### src/verilog/crf_pkg.sv
/*
  shared constants and carriers for the cpu core register file.
  assumes one system clock and a synchronous active-high reset.
*/
package crf_pkg;

  localparam int DATA_W  = 16;
  localparam int BYTE_W  = 8;
  localparam int ADDR_W  = 20;
  localparam int FLAG_W  = 11;

  // flag word bit positions
  localparam int FLG_C   = 0;
  localparam int FLG_D   = 1;
  localparam int FLG_Z   = 2;
  localparam int FLG_S   = 3;
  localparam int FLG_B   = 4;
  localparam int FLG_O   = 5;
  localparam int FLG_U   = 7;

  localparam logic [FLAG_W-1:0] FLAG_RST = 11'h000;
  localparam logic [DATA_W-1:0] WORD_RST = 16'h0000;
  localparam logic [ADDR_W-1:0] ADDR_RST = 20'h00000;

  // register selector codes for read and write ports
  typedef enum logic [3:0] {
    CRF_SEL_R0,
    CRF_SEL_R1,
    CRF_SEL_R2,
    CRF_SEL_R3,
    CRF_SEL_A0,
    CRF_SEL_A1,
    CRF_SEL_FB,
    CRF_SEL_SB,
    CRF_SEL_SP,
    CRF_SEL_USP,
    CRF_SEL_ISP,
    CRF_SEL_R0H,
    CRF_SEL_R0L,
    CRF_SEL_R1H,
    CRF_SEL_R1L,
    CRF_SEL_NONE
  } crf_sel_e;

  // pair selector for 32-bit accesses
  typedef enum logic [1:0] {
    CRF_PAIR_DATA_PAIR_LOW_32,
    CRF_PAIR_DATA_PAIR_HIGH_32,
    CRF_PAIR_ADDR_PAIR_32,
    CRF_PAIR_NONE
  } crf_pair_e;

  // alu status result, each bit with its own valid
  typedef struct packed {
    logic c_vld;
    logic c;
    logic z_vld;
    logic z;
    logic s_vld;
    logic s;
    logic o_vld;
    logic o;
  } crf_alu_flags_s;

  // write request of 16 or 8 bits
  typedef struct packed {
    logic        en;
    crf_sel_e    sel;
    logic [15:0] data;
  } crf_wr_s;

  // write request of 32 bits
  typedef struct packed {
    logic        en;
    crf_pair_e   sel;
    logic [31:0] data;
  } crf_wr32_s;

endpackage
### src/verilog/crf_core_regs.sv
/*
  cpu core register file: data, address, base, stack, pc and flag words.
  assumes the alu and execution logic on the same clock drive all ports.
*/
// What this block does
// - four 16-bit data registers, readable and writable as operands
// - first two data registers also accessible as separate 8-bit halves
// - third with first, fourth with second, form 32-bit pairs, high upper
// - two 16-bit address registers for addressing and general operations
// - second address register joins first as a 32-bit pair, high upper
// - 16-bit frame base register for frame-relative addressing
// - 20-bit vector table base register
// - 20-bit program counter holds next instruction address
// - user and interrupt stack pointers, stack-select flag picks active one
// - 16-bit static base register
// - 11-bit flag word shows processor state
// - carry flag captures alu carry, borrow or shifted-out bit
// - zero flag set when result is zero, else cleared
// - sign flag set when result negative, else cleared
// - bank flag selects register bank 0 or 1 for data and address sets
// - overflow flag set on overflow, else cleared
`timescale 1ns/1ps
module crf_core_regs
  import crf_pkg::*;
(
  input  wire logic                 mclk,
  input  wire logic                 reset,
  input  wire crf_wr_s              wr16,
  input  wire crf_wr32_s            wr32,
  input  wire crf_sel_e             rd_sel_a,
  input  wire crf_sel_e             rd_sel_b,
  input  wire crf_pair_e            rd_pair,
  input  wire crf_alu_flags_s       alu_flags,
  input  wire logic                 flag_wr_en,
  input  wire logic [FLAG_W-1:0]    flag_wr_data,
  input  wire logic                 pc_wr_en,
  input  wire logic [ADDR_W-1:0]    pc_wr_data,
  input  wire logic                 vtb_wr_en,
  input  wire logic [ADDR_W-1:0]    vtb_wr_data,
  output logic      [DATA_W-1:0]    rd_data_a,
  output logic      [DATA_W-1:0]    rd_data_b,
  output logic      [31:0]          rd_data_pair,
  output logic      [ADDR_W-1:0]    program_counter,
  output logic      [ADDR_W-1:0]    vector_table_base,
  output logic      [FLAG_W-1:0]    cpu_flag_word,
  output logic      [DATA_W-1:0]    frame_base_pointer,
  output logic      [DATA_W-1:0]    static_base_pointer,
  output logic      [DATA_W-1:0]    active_stack_pointer
);

  ////////////////////////////////////////////////////////////////////////////
  // storage: two banks of data and address registers
  logic [DATA_W-1:0] data_r [2][4];
  logic [DATA_W-1:0] addr_r [2][2];
  logic [DATA_W-1:0] usp_r;
  logic [DATA_W-1:0] isp_r;
  logic              bank;
  logic              use_isp;

  assign bank    = cpu_flag_word[FLG_B];
  assign use_isp = cpu_flag_word[FLG_U];

  // words of the active bank, shared by both read ports and the pair port
  logic [DATA_W-1:0] cur_d0;
  logic [DATA_W-1:0] cur_d1;
  logic [DATA_W-1:0] cur_d2;
  logic [DATA_W-1:0] cur_d3;
  logic [DATA_W-1:0] cur_a0;
  logic [DATA_W-1:0] cur_a1;

  always_comb begin
    cur_d0 = data_r[bank][0];
    cur_d1 = data_r[bank][1];
    cur_d2 = data_r[bank][2];
    cur_d3 = data_r[bank][3];
    cur_a0 = addr_r[bank][0];
    cur_a1 = addr_r[bank][1];
  end

  ////////////////////////////////////////////////////////////////////////////
  // read mux for one 16-bit selector
  function automatic logic [DATA_W-1:0] rd16(
    input crf_sel_e           s,
    input logic [DATA_W-1:0]  d0,
    input logic [DATA_W-1:0]  d1,
    input logic [DATA_W-1:0]  d2,
    input logic [DATA_W-1:0]  d3,
    input logic [DATA_W-1:0]  a0,
    input logic [DATA_W-1:0]  a1,
    input logic [DATA_W-1:0]  fb,
    input logic [DATA_W-1:0]  sb,
    input logic [DATA_W-1:0]  us,
    input logic [DATA_W-1:0]  is,
    input logic               u
  );
    logic [DATA_W-1:0] r;
    r = WORD_RST;
    case (s)
      CRF_SEL_R0:  r = d0;
      CRF_SEL_R1:  r = d1;
      CRF_SEL_R2:  r = d2;
      CRF_SEL_R3:  r = d3;
      CRF_SEL_A0:  r = a0;
      CRF_SEL_A1:  r = a1;
      CRF_SEL_FB:  r = fb;
      CRF_SEL_SB:  r = sb;
      CRF_SEL_SP:  r = u ? is : us;
      CRF_SEL_USP: r = us;
      CRF_SEL_ISP: r = is;
      CRF_SEL_R0H: r = {8'h00, d0[DATA_W-1:BYTE_W]};
      CRF_SEL_R0L: r = {8'h00, d0[BYTE_W-1:0]};
      CRF_SEL_R1H: r = {8'h00, d1[DATA_W-1:BYTE_W]};
      CRF_SEL_R1L: r = {8'h00, d1[BYTE_W-1:0]};
      default:     r = WORD_RST;
    endcase
    return r;
  endfunction

  ////////////////////////////////////////////////////////////////////////////
  // data registers of the active bank
  always_ff @(posedge mclk) begin
    if (reset) begin
      for (int b = 0; b < 2; b++) begin
        for (int i = 0; i < 4; i++) begin
          data_r[b][i] <= WORD_RST;
        end
      end
    end else begin
      if (wr16.en) begin
        case (wr16.sel)
          CRF_SEL_R0:  data_r[bank][0] <= wr16.data;
          CRF_SEL_R1:  data_r[bank][1] <= wr16.data;
          CRF_SEL_R2:  data_r[bank][2] <= wr16.data;
          CRF_SEL_R3:  data_r[bank][3] <= wr16.data;
          CRF_SEL_R0H: data_r[bank][0][DATA_W-1:BYTE_W] <=
                         wr16.data[BYTE_W-1:0];
          CRF_SEL_R0L: data_r[bank][0][BYTE_W-1:0] <=
                         wr16.data[BYTE_W-1:0];
          CRF_SEL_R1H: data_r[bank][1][DATA_W-1:BYTE_W] <=
                         wr16.data[BYTE_W-1:0];
          CRF_SEL_R1L: data_r[bank][1][BYTE_W-1:0] <=
                         wr16.data[BYTE_W-1:0];
          default: ;
        endcase
      end
      if (wr32.en) begin
        case (wr32.sel)
          CRF_PAIR_DATA_PAIR_LOW_32: begin
            data_r[bank][2] <= wr32.data[31:16];
            data_r[bank][0] <= wr32.data[15:0];
          end
          CRF_PAIR_DATA_PAIR_HIGH_32: begin
            data_r[bank][3] <= wr32.data[31:16];
            data_r[bank][1] <= wr32.data[15:0];
          end
          default: ;
        endcase
      end
    end
  end

  ////////////////////////////////////////////////////////////////////////////
  // address registers of the active bank
  always_ff @(posedge mclk) begin
    if (reset) begin
      for (int b = 0; b < 2; b++) begin
        addr_r[b][0] <= WORD_RST;
        addr_r[b][1] <= WORD_RST;
      end
    end else begin
      if (wr16.en && wr16.sel == CRF_SEL_A0) begin
        addr_r[bank][0] <= wr16.data;
      end
      if (wr16.en && wr16.sel == CRF_SEL_A1) begin
        addr_r[bank][1] <= wr16.data;
      end
      if (wr32.en && wr32.sel == CRF_PAIR_ADDR_PAIR_32) begin
        addr_r[bank][1] <= wr32.data[31:16];
        addr_r[bank][0] <= wr32.data[15:0];
      end
    end
  end

  ////////////////////////////////////////////////////////////////////////////
  // frame and static base registers
  always_ff @(posedge mclk) begin
    if (reset) begin
      frame_base_pointer  <= WORD_RST;
      static_base_pointer <= WORD_RST;
    end else if (wr16.en) begin
      case (wr16.sel)
        CRF_SEL_FB: frame_base_pointer  <= wr16.data;
        CRF_SEL_SB: static_base_pointer <= wr16.data;
        default: ;
      endcase
    end
  end

  ////////////////////////////////////////////////////////////////////////////
  // stack pointers; the plain stack code writes the active one
  always_ff @(posedge mclk) begin
    if (reset) begin
      usp_r <= WORD_RST;
      isp_r <= WORD_RST;
    end else if (wr16.en) begin
      case (wr16.sel)
        CRF_SEL_USP: usp_r <= wr16.data;
        CRF_SEL_ISP: isp_r <= wr16.data;
        CRF_SEL_SP: begin
          if (use_isp) begin
            isp_r <= wr16.data;
          end else begin
            usp_r <= wr16.data;
          end
        end
        default: ;
      endcase
    end
  end

  ////////////////////////////////////////////////////////////////////////////
  // program counter and vector table base
  always_ff @(posedge mclk) begin
    if (reset) begin
      program_counter <= ADDR_RST;
    end else if (pc_wr_en) begin
      program_counter <= pc_wr_data;
    end
  end

  always_ff @(posedge mclk) begin
    if (reset) begin
      vector_table_base <= ADDR_RST;
    end else if (vtb_wr_en) begin
      vector_table_base <= vtb_wr_data;
    end
  end

  ////////////////////////////////////////////////////////////////////////////
  // flag word: explicit write wins over alu status
  always_ff @(posedge mclk) begin
    if (reset) begin
      cpu_flag_word <= FLAG_RST;
    end else if (flag_wr_en) begin
      cpu_flag_word <= flag_wr_data;
    end else begin
      if (alu_flags.c_vld) begin
        cpu_flag_word[FLG_C] <= alu_flags.c;
      end
      if (alu_flags.z_vld) begin
        cpu_flag_word[FLG_Z] <= alu_flags.z;
      end
      if (alu_flags.s_vld) begin
        cpu_flag_word[FLG_S] <= alu_flags.s;
      end
      if (alu_flags.o_vld) begin
        cpu_flag_word[FLG_O] <= alu_flags.o;
      end
    end
  end

  ////////////////////////////////////////////////////////////////////////////
  // registered read port a, following the active bank and stack select
  always_ff @(posedge mclk) begin
    if (reset) begin
      rd_data_a <= WORD_RST;
    end else begin
      rd_data_a <= rd16(rd_sel_a, cur_d0, cur_d1, cur_d2, cur_d3, cur_a0,
                        cur_a1, frame_base_pointer, static_base_pointer,
                        usp_r, isp_r, use_isp);
    end
  end

  // registered read port b, same view as port a
  always_ff @(posedge mclk) begin
    if (reset) begin
      rd_data_b <= WORD_RST;
    end else begin
      rd_data_b <= rd16(rd_sel_b, cur_d0, cur_d1, cur_d2, cur_d3, cur_a0,
                        cur_a1, frame_base_pointer, static_base_pointer,
                        usp_r, isp_r, use_isp);
    end
  end

  ////////////////////////////////////////////////////////////////////////////
  // registered pair read, upper register in the high half
  always_ff @(posedge mclk) begin
    if (reset) begin
      rd_data_pair <= {WORD_RST, WORD_RST};
    end else begin
      case (rd_pair)
        CRF_PAIR_DATA_PAIR_LOW_32: rd_data_pair <= {cur_d2, cur_d0};
        CRF_PAIR_DATA_PAIR_HIGH_32: rd_data_pair <= {cur_d3, cur_d1};
        CRF_PAIR_ADDR_PAIR_32: rd_data_pair <= {cur_a1, cur_a0};
        default:       rd_data_pair <= {WORD_RST, WORD_RST};
      endcase
    end
  end

  ////////////////////////////////////////////////////////////////////////////
  // active stack pointer view
  always_ff @(posedge mclk) begin
    if (reset) begin
      active_stack_pointer <= WORD_RST;
    end else begin
      active_stack_pointer <= use_isp ? isp_r : usp_r;
    end
  end

endmodule

### config.mk
export PLATFORM = sky130hd
export DESIGN_NAME = crf_core_regs
export DESIGN_NICKNAME = d
export VERILOG_FILES = /design/src/verilog/crf_pkg.sv /design/src/verilog/crf_core_regs.sv
export SDC_FILE = /design/constraint.sdc
export NUM_CORES = 1
export LEC_CHECK = 0
export BUFFER_PORTS_ARGS = -buffer_cell sky130_fd_sc_hd__buf_2
export CAP_MARGIN = 25
export CELL_PAD_IN_SITES_DETAIL_PLACEMENT = 0
export CELL_PAD_IN_SITES_GLOBAL_PLACEMENT = 1
export CORE_ASPECT_RATIO = 1.1
export CORE_MARGIN = 5
export CORE_UTILIZATION = 35
export DETAILED_ROUTE_END_ITERATION = 10
export PLACE_DENSITY = 0.63
export SLEW_MARGIN = 20
export SYNTH_ARGS = -nofsm -noshare
export SYNTH_HDL_FRONTEND = slang
export SYNTH_SLANG_ARGS = --single-unit
### constraint.sdc
create_clock -name mclk -period 2.9 [get_ports mclk]
set_input_delay 0.725 -clock mclk [delete_from_list [all_inputs] [get_ports mclk]]
set_output_delay 0.725 -clock mclk [all_outputs]
set_load 0.01 [all_outputs]
# Word level (Yosys, flattened, before mapping)
# Memory sizes are Yosys's and may differ from the RTL's. A register that Yosys moved wholly into a read port is not among the register bits.
# Index checks and enable logic that the tools add are counted.
dict set report totals {
  elab_cells 185
  output_inout_bits 163
  ramBits 192
  reg_bits 195
  n_memories 2
  inputBits 130
}
# name depth width rd rd_ports_with_merged_regs write_ports line
set memory_table {}
lappend memory_table {data_r 2 64 1 1 2 crf_core_regs.sv:53} ;# logic [DATA_W-1:0] data_r [2][4];
lappend memory_table {addr_r 2 32 1 1 2 crf_core_regs.sv:54} ;# logic [DATA_W-1:0] addr_r [2][2];
dict set report classes {
  n_bitwise 12
  muxes 88
  n_eq_ne 48
  reduce_logical 20
}
# op count
set ops {}
lappend ops {{$pmux 16 s15} 2}
lappend ops {{$mux 16} 7}
lappend ops {{$pmux 32 s3} 1}
lappend ops {{$eq 4x4->1 const B} 21}
lappend ops {{$mux 64} 1}
lappend ops {{$mux 8} 8}
lappend ops {{$pmux 16 s2} 2}
lappend ops {{$reduce_or 64->1} 1}
lappend ops {{$mux 1} 63}
lappend ops {{$eq 4x3->1 const B} 12}
lappend ops {{$mux 32} 1}
lappend ops {{$reduce_or 32->1} 1}
lappend ops {{$eq 4x2->1 const B} 6}
lappend ops {{$eq 4x1->1 const B} 3}
lappend ops {{$logic_not 4->1} 3}
lappend ops {{$or 1x1->1} 12}
lappend ops {{$reduce_bool 2->1} 6}
lappend ops {{$mux 6} 1}
lappend ops {{$reduce_and 3->1} 2}
lappend ops {{$eq 2x1->1 const B} 2}
lappend ops {{$eq 2x2->1 const B} 2}
lappend ops {{$logic_not 2->1} 2}
lappend ops {{$mux 2} 2}
lappend ops {{$ne 2x2->1 const B} 2}
lappend ops {{2 further kinds} 5}

# Logic depth before layout (Yosys ltp)
# Gate-level depths: netlist (run 1).
dict set report logic_depth {
  word_depth 9
  mapped_depth 9
  ltp_nobuf 5
}

# Worst setup path before layout (run 1)
# OpenSTA, ideal clock, no wires.
dict set report synth_timing {
  path_kind {input port to flip-flop}
  start {input reset}
  end {memory addr_r[1][0] (netlist name) (enable)}
  n_path_buf 2
  path_stages 7
  setup_ps 388
  t_required_ps 2512
  slack_ps 136
  arrival_ps 2376
  path_cell_list {buf_2 nand2b_1 nor2_1 a21oi_2 clkbuf_1 nor2_1 nor2_1}
}
# element line
set synth_rtl {}
lappend synth_rtl {{start: declaration} crf_core_regs.sv:27} ;# input wire logic reset,
lappend synth_rtl {{end: declaration} crf_core_regs.sv:54}

# Final worst setup path (run 1)
dict set report layout_timing {
  start {register cpu_flag_word[7]}
  end {output cpu_flag_word[7]}
}
# element line
set layout_rtl {}
lappend layout_rtl {{start: declaration} crf_core_regs.sv:45} ;# output logic [FLAG_W-1:0] cpu_flag_word,
lappend layout_rtl {{start signal: assignment} crf_core_regs.sv:245} ;# cpu_flag_word <= flag_wr_data;
lappend layout_rtl {{start signal: indexed assignment} crf_core_regs.sv:248} ;# cpu_flag_word[FLG_C] <= alu_flags.c;
lappend layout_rtl {{start signal: indexed assignment} crf_core_regs.sv:251} ;# cpu_flag_word[FLG_Z] <= alu_flags.z;
# No word-level cell between the ends.

==> run_results.csv, run 1 <==
group,metric,value,unit
status,status,"finished, final reports clean",
global_route,globalRouteTotalUtil,27.47,%
synthesis,synth_edf_count,192,
cts,cts_tree,"yes",
worst_setup_path,reg2reg_depth,6,
drt,wl_per_cell,28.13,um
pwr,clkPwrFrac,41.7,%
worst_setup_path,critical_path.endpoint,"cpu_flag_word[7]",
worst_setup_path,crit_required,2170,ps
pwr,pwr-share-comb,13.6,%
sta,fin_crit_sh,84.19,%
global_route,antenna_found_initial,3,
global_route,grt_pass1_wl,120.6,mm
sta,timing.final.crit_period,2442,ps
cells_and_area,num_antenna_cells,0,
pwr,p_per_area,583.7,nW/um^2
sta,timing.fmax,409.6,MHz
cells_and_area,fin_nets,2376,
drt,wl,84.85,mm
synthesis,ys_seq_elements,388,
die,num_rows,90,
die,initial_utilization,35.16,%
sta,setup_ws,458.4,ps
synthesis,syn-num-nets,2043,
cts,cts_buffers,44,
sta,setup_viol,0,
pwr,sw_frac_of_total,27.03,%
cts,clk_pin_slew_worst_paths,60,ps
cells_and_area,fin_util,43.10,%
sta,finClkSkew,23.54,ps
synthesis,ys_warn_count,0,
synthesis,synth-main-ff-cell,"dfxtp_1",
global_route,grt_overflow,0,
worst_setup_path,r2r_setup_slack,530,ps
synthesis,synthArstFlopShare,0,%
worst_setup_path,setup.worst_path.start,"cpu_flag_word[7]",
worst_setup_path,cp.arrival,1720,ps
hold_path,hp-class,"input pin to register",
synthesis,syn_avg_cell_area,10.04,sq um
synthesis,synth_common_cells,"353 x nor2_1, 230 x mux2i_1, 196 x dfxtp_1, 192 x edfxtp_1, 130 x nand2_1",
die,core,54610,sq um
synthesis,yosys-top-cells-area,"edfxtp_1 30%, dfxtp_1 20%, mux2i_1 12%, nor2_1 6.9%, a21oi_1 3.2%",
synthesis,post_synth_xor_area_fraction,0,%
drt,drtIter0Drc,1559,
worst_setup_path,cp-end-kind,"output port",
cts,cts.sinks,388,
global_route,grt_pass1_vias,16440,
placement,io_buffers,292,
worst_setup_path,crit_type,"register to output port",
cts,clockRootBuffer,"clkbuf_16",
cts,cts_setup_buffers,0,
pwr,power_frac_seq,44.7,%
sta,holdWs,382.1,ps
sta,tns,0,ps
synthesis,synthAdderAreaFrac,0,%
drt,vias,16880,
sta,rsz0062_at_grt,"no",
die,io_pins,293,
pwr,peakVddDrop,0.3957,mV
pwr,p_sw,3.714,mW
cts,cts_resized,0,
synthesis,synth_top_family_by_area,"simple AND/OR/NAND/NOR gates",
drt,drc_errors,0,
sta,slew-limit-headroom,24.02,%
worst_setup_path,path_max_fanout,17,
sta,tightest_slew,1124,ps
cells_and_area,drive_gt1_share,25.69,%
cts,clock_latency,590,ps
pwr,p_leak,9.464,nW
synthesis,synth_compound_area_share,13.68,%
global_route,grt_max_degree,76,
synthesis,synth_mux_area_share,15.34,%
placement,place_hpwl,66.70,mm
synthesis,synthSimpleGateAreaFrac,16.39,%
drt,ant_nets,0,
drt,routed_via_density,5.596,
die,die-width,233.3,um
synthesis,yosysSeqAreaShare,50.45,%
die,dieArea,59660,sq um
cells_and_area,n_fill_cell,5341,
synthesis,syn_area,19200,sq um
job,max-cap-violations,0,
sta,hold_violations,0,
synthesis,yosys.area.top_type,"edfxtp_1",
worst_setup_path,crit_path_start_kind,"register",
pwr,p_int,10.03,mW
cts,cts_hold_buf,0,
synthesis,synth_cell_types,77,
synthesis,synth_most_common_cell,"nor2_1",
cts,htreeDepth,2,
synthesis,synth_cells,1913,
worst_setup_path,r2r_end,"rd_data_a[11]",
synthesis,synth_top_area_share,30.02,%
cts,clock_path_buffers,3,
placement,dp_slack,132.7,ps
placement,gp_congestion,0.9414,
drt,first_pass_iters,5,
die,die_h,255.7,um
sta,drv_slew,0,
cells_and_area,area_delta_synth_final,22.58,%
-- worst min-delay path by stage --
stage          depth (start not counted)                       to             startpoint  slack (ps)
4_1_cts                                3         cpu_flag_word[0]        flag_wr_data[0]         350
3_3_place_gp                           2      program_counter[16]    program_counter[16]         470
3_5_place_dp                           2    vector_table_base[11]  vector_table_base[11]         480
5_1_grt                                3     vector_table_base[7]         vtb_wr_data[7]         380
6_report                               3       program_counter[2]          pc_wr_data[2]         380
2_1_floorplan                          2  active_stack_pointer[0]               isp_r[0]         490
-- kinds of logic after synthesis --
family	count (synthesis)
and+or+nand+nor	685
AOI/OAI and AO/OA	400
DFF	388
muxes	279
buffers and inverters	161
-- placed cells by master, fill, tap and decap left out, types with 24 or more instances in the layout --
master     count
o21ai_0       51
and2_1        40
buf_4        140
o22ai_1       50
a31oi_1       25
nor2b_1       47
mux2i_1      230
dfxtp_1      195
clkbuf_16     44
mux2_2        40
a21oi_1      122
nand3_1       24
edfxtp_1     192
nor2_1       352
buf_2        291
a211oi_1      25
nand2_1      130
-- state kept, by name, summed over array words and instances (netlist names), named ones only --
name / count
isp_r: 16
rd_data_b: 16
data_r: 128
usp_r: 16
rd_data_a: 16
addr_r: 64
static_base_pointer: 16
cpu_flag_word: 11
program_counter: 20
active_stack_pointer: 16
frame_base_pointer: 16
vector_table_base: 20
rd_data_pair: 32
-- metal layers --
| layer | wire (um) | track usage [%] |
|---|---|---|
| met5 | 0 | 0 |
| met4 | 3071 | 8.863 |
| met3 | 6165 | 4.526 |
| met2 | 38910 | 44.24 |
| met1 | 36710 | 37.81 |
-- power by group through the flow --
stage	combinational [mW]	clock, mW	sequential [mW]
finish	1.87	5.73	6.14
global route	1.97	6.07	6.16
CTS	1.85	5.88	6.14
detailed placement	1.85	0	6.26
global placement	1.85	0	6.25
floorplan	0.923	0	6.27
-- stage by stage --
stage          instances  power (mW)  cell area [sq um]
2_1_floorplan       1913       7.189              19200
3_3_place_gp        2936       8.102              22050
3_5_place_dp        2936       8.107              22050
4_1_cts             3017       13.87              23540
5_1_grt             3017       14.21              23540
6_report            3017       13.74              23540
-- critical path, stage by stage, from the launching register on --
cell,delay [ps]
dfxtp_1,710
buf_12,260
buf_2,160
-- area by class of cell --
cell class	instances	area [sq um]	area share [%]
clock inverter	24	261.5	1.111
timing repair buffer	439	2659	11.29
sequential	388	9693	41.17
clock buffer	57	1230	5.225
tap	736	920.9	3.912
inverter	9	33.78	0.1435
multi-input combinational	1364	8743	37.14
Power figures use the tool's default switching activity.
==> run 2, diff against run 1 <==
clock period = 2.43 ns   (was 2.9 ns; I/O delays follow)
==> run_results.csv, run 2 (synthesis results as in run 1) <==
group,metric,value,unit
global_route,grt_pass1_wl,123.8,mm
drt,ant_nets,0,
global_route,grt_pass1_vias,16850,
drt,routed_via_density,5.511,
placement,dp.cells,3055,
drt,wl,87.92,mm
sta,holdWs,256.5,ps
cells_and_area,final_cells,3138,
drt,wl_per_cell,28.02,um
cells_and_area,final_cell_mix,"351 x nor2_1, 291 x buf_2, 236 x buf_4",
cts,htreeDepth,2,
sta,drv_slew,0,
pwr,p_per_area,663.5,nW/um^2
sta,setup_ws,-14.08,ps
cells_and_area,layout_commonest_cell,"nor2_1",
die,die_h,255.7,um
sta,rsz0062_at_grt,"no",
cells_and_area,fin_nets,2495,
drt,drtIter0Drc,1594,
cts,clk_pin_slew_worst_paths,60,ps
status,status,"finished, violations left",
cts,clockRootBuffer,"clkbuf_16",
cells_and_area,fin_util,45.21,%
cts,cts.sinks,388,
sta,fin_crit_sh,100.6,%
die,core,54610,sq um
job,max-cap-violations,0,
global_route,globalRouteTotalUtil,28.38,%
die,num_rows,90,
die,io_pins,293,
cts,cts_buffers,44,
worst_setup_path,cp.arrival,2850,ps
cts,cts_tree,"yes",
placement,gp_congestion,1.007,
hold_path,hp-class,"input pin to register",
cells_and_area,n_fill_cell,5215,
sta,finClkSkew,18.97,ps
cells_and_area,reg_top3,"data_r: 128 flops, addr_r: 64 flops, rd_data_pair: 32 flops",
worst_setup_path,crit_required,2830,ps
die,die-width,233.3,um
pwr,power,16.38,mW
worst_setup_path,crit_path_start_kind,"register",
worst_setup_path,cp-end-kind,"register",
cts,clock_latency,590,ps
sta,timing.final.crit_period,2444,ps
global_route,grt_overflow,0,
sta,setup_viol,1,
cells_and_area,largest_register_ff_count,128,
cells_and_area,area_delta_synth_final,28.58,%
sta,tns,-14.08,ps
sta,hold_violations,0,
global_route,grt_max_degree,157,
global_route,antenna_found_initial,2,
drt,vias,17290,
sta,slew-limit-headroom,33.96,%
sta,tightest_slew,977.2,ps
cells_and_area,drive_gt1_share,29.53,%
die,dieArea,59660,sq um
sta,timing.fmax,409.2,MHz
pwr,peakVddDrop,0.4789,mV
worst_setup_path,crit_type,"register to register",
cells_and_area,regMostFlops,"data_r",
drt,first_pass_iters,8,
placement,io_buffers,292,
status,violations,"setup timing",
worst_setup_path,path_max_fanout,16,
pwr,p_leak,10.11,nW
placement,place_hpwl,68.94,mm
drt,drc_errors,0,
cts,clock_path_buffers,3,
die,initial_utilization,35.16,%
run 2: cell count changes in the layout (fill, tap and decap cells not counted), moves of 2 or more:
cell / before / now
bufinv_16: 4 / 1
clkbuf_1: 5 / 10
inv_6: 4 / 2
clkinv_4: 0 / 3
mux2i_1: 230 / 228
buf_12: 7 / 30
clkinv_1: 7 / 5
buf_4: 140 / 236
mux2i_2: 1 / 3
clkinvlp_4: 3 / 5
clkinv_2: 7 / 4
run 2: per-layer routing:
metal / track usage, % / wire length [um]
met3: 3.750 / 6197
met4: 9.765 / 3219
met5: 0 / 7
met2: 46.42 / 41080
met1: 38.76 / 37420
run 2: power by group:
group	total, mW	switching (mW)	internal (mW)
Clock	6.60	2.84	3.76
Combinational	2.46	1.53	0.921
Sequential	7.32	0.133	7.19
run 2: final cells by class:
type                    instances  area (sq um)  share of cell area, %
flip-flops and latches        388          9693                  39.25
multi-input cells            1364          8768                  35.51
repair buffers                558          3840                  15.55
clock buffers                  63          1262                  5.112
well taps                     736         920.9                  3.729
clock inverters                19         172.7                 0.6992
inverters                       9         33.78                 0.1368
diodes                          1         2.502                0.01013
run 2: per-stage QoR:
stage	area, sq um	worst slack (ps)
global route	24690	2.356
floorplan	19210	28.39
CTS	24690	26.26
finish	24690	-14.08
global placement	23230	-328.9
detailed placement	23240	-338.1
run 2: timing repair:
item / 4_1_cts / 5_1_grt
setup buffers: 0 / 0
gates resized for setup: 4 / 1
pin swaps: 0 / 0
endpoints found under the setup margin: 3 / 1
hold buffers: 0 / 0
run 2: final timing paths:
path         slack (ps)                    to                  from  cells after the start
max                 -10          rd_data_b[2]              register                      6
min                 260    program_counter[3]         pc_wr_data[3]                      3
max reg2reg         -10          rd_data_b[2]              register                      6
min reg2reg         490  vector_table_base[6]  vector_table_base[6]                      2
run 2: worst max-delay path, stage by stage (launching register included):
cell and delay, ps:
dfxtp_4 500, buf_12 220, buf_4 140, mux2_2 450, a221o_1 400, nor3_2 300
a41oi_1 250
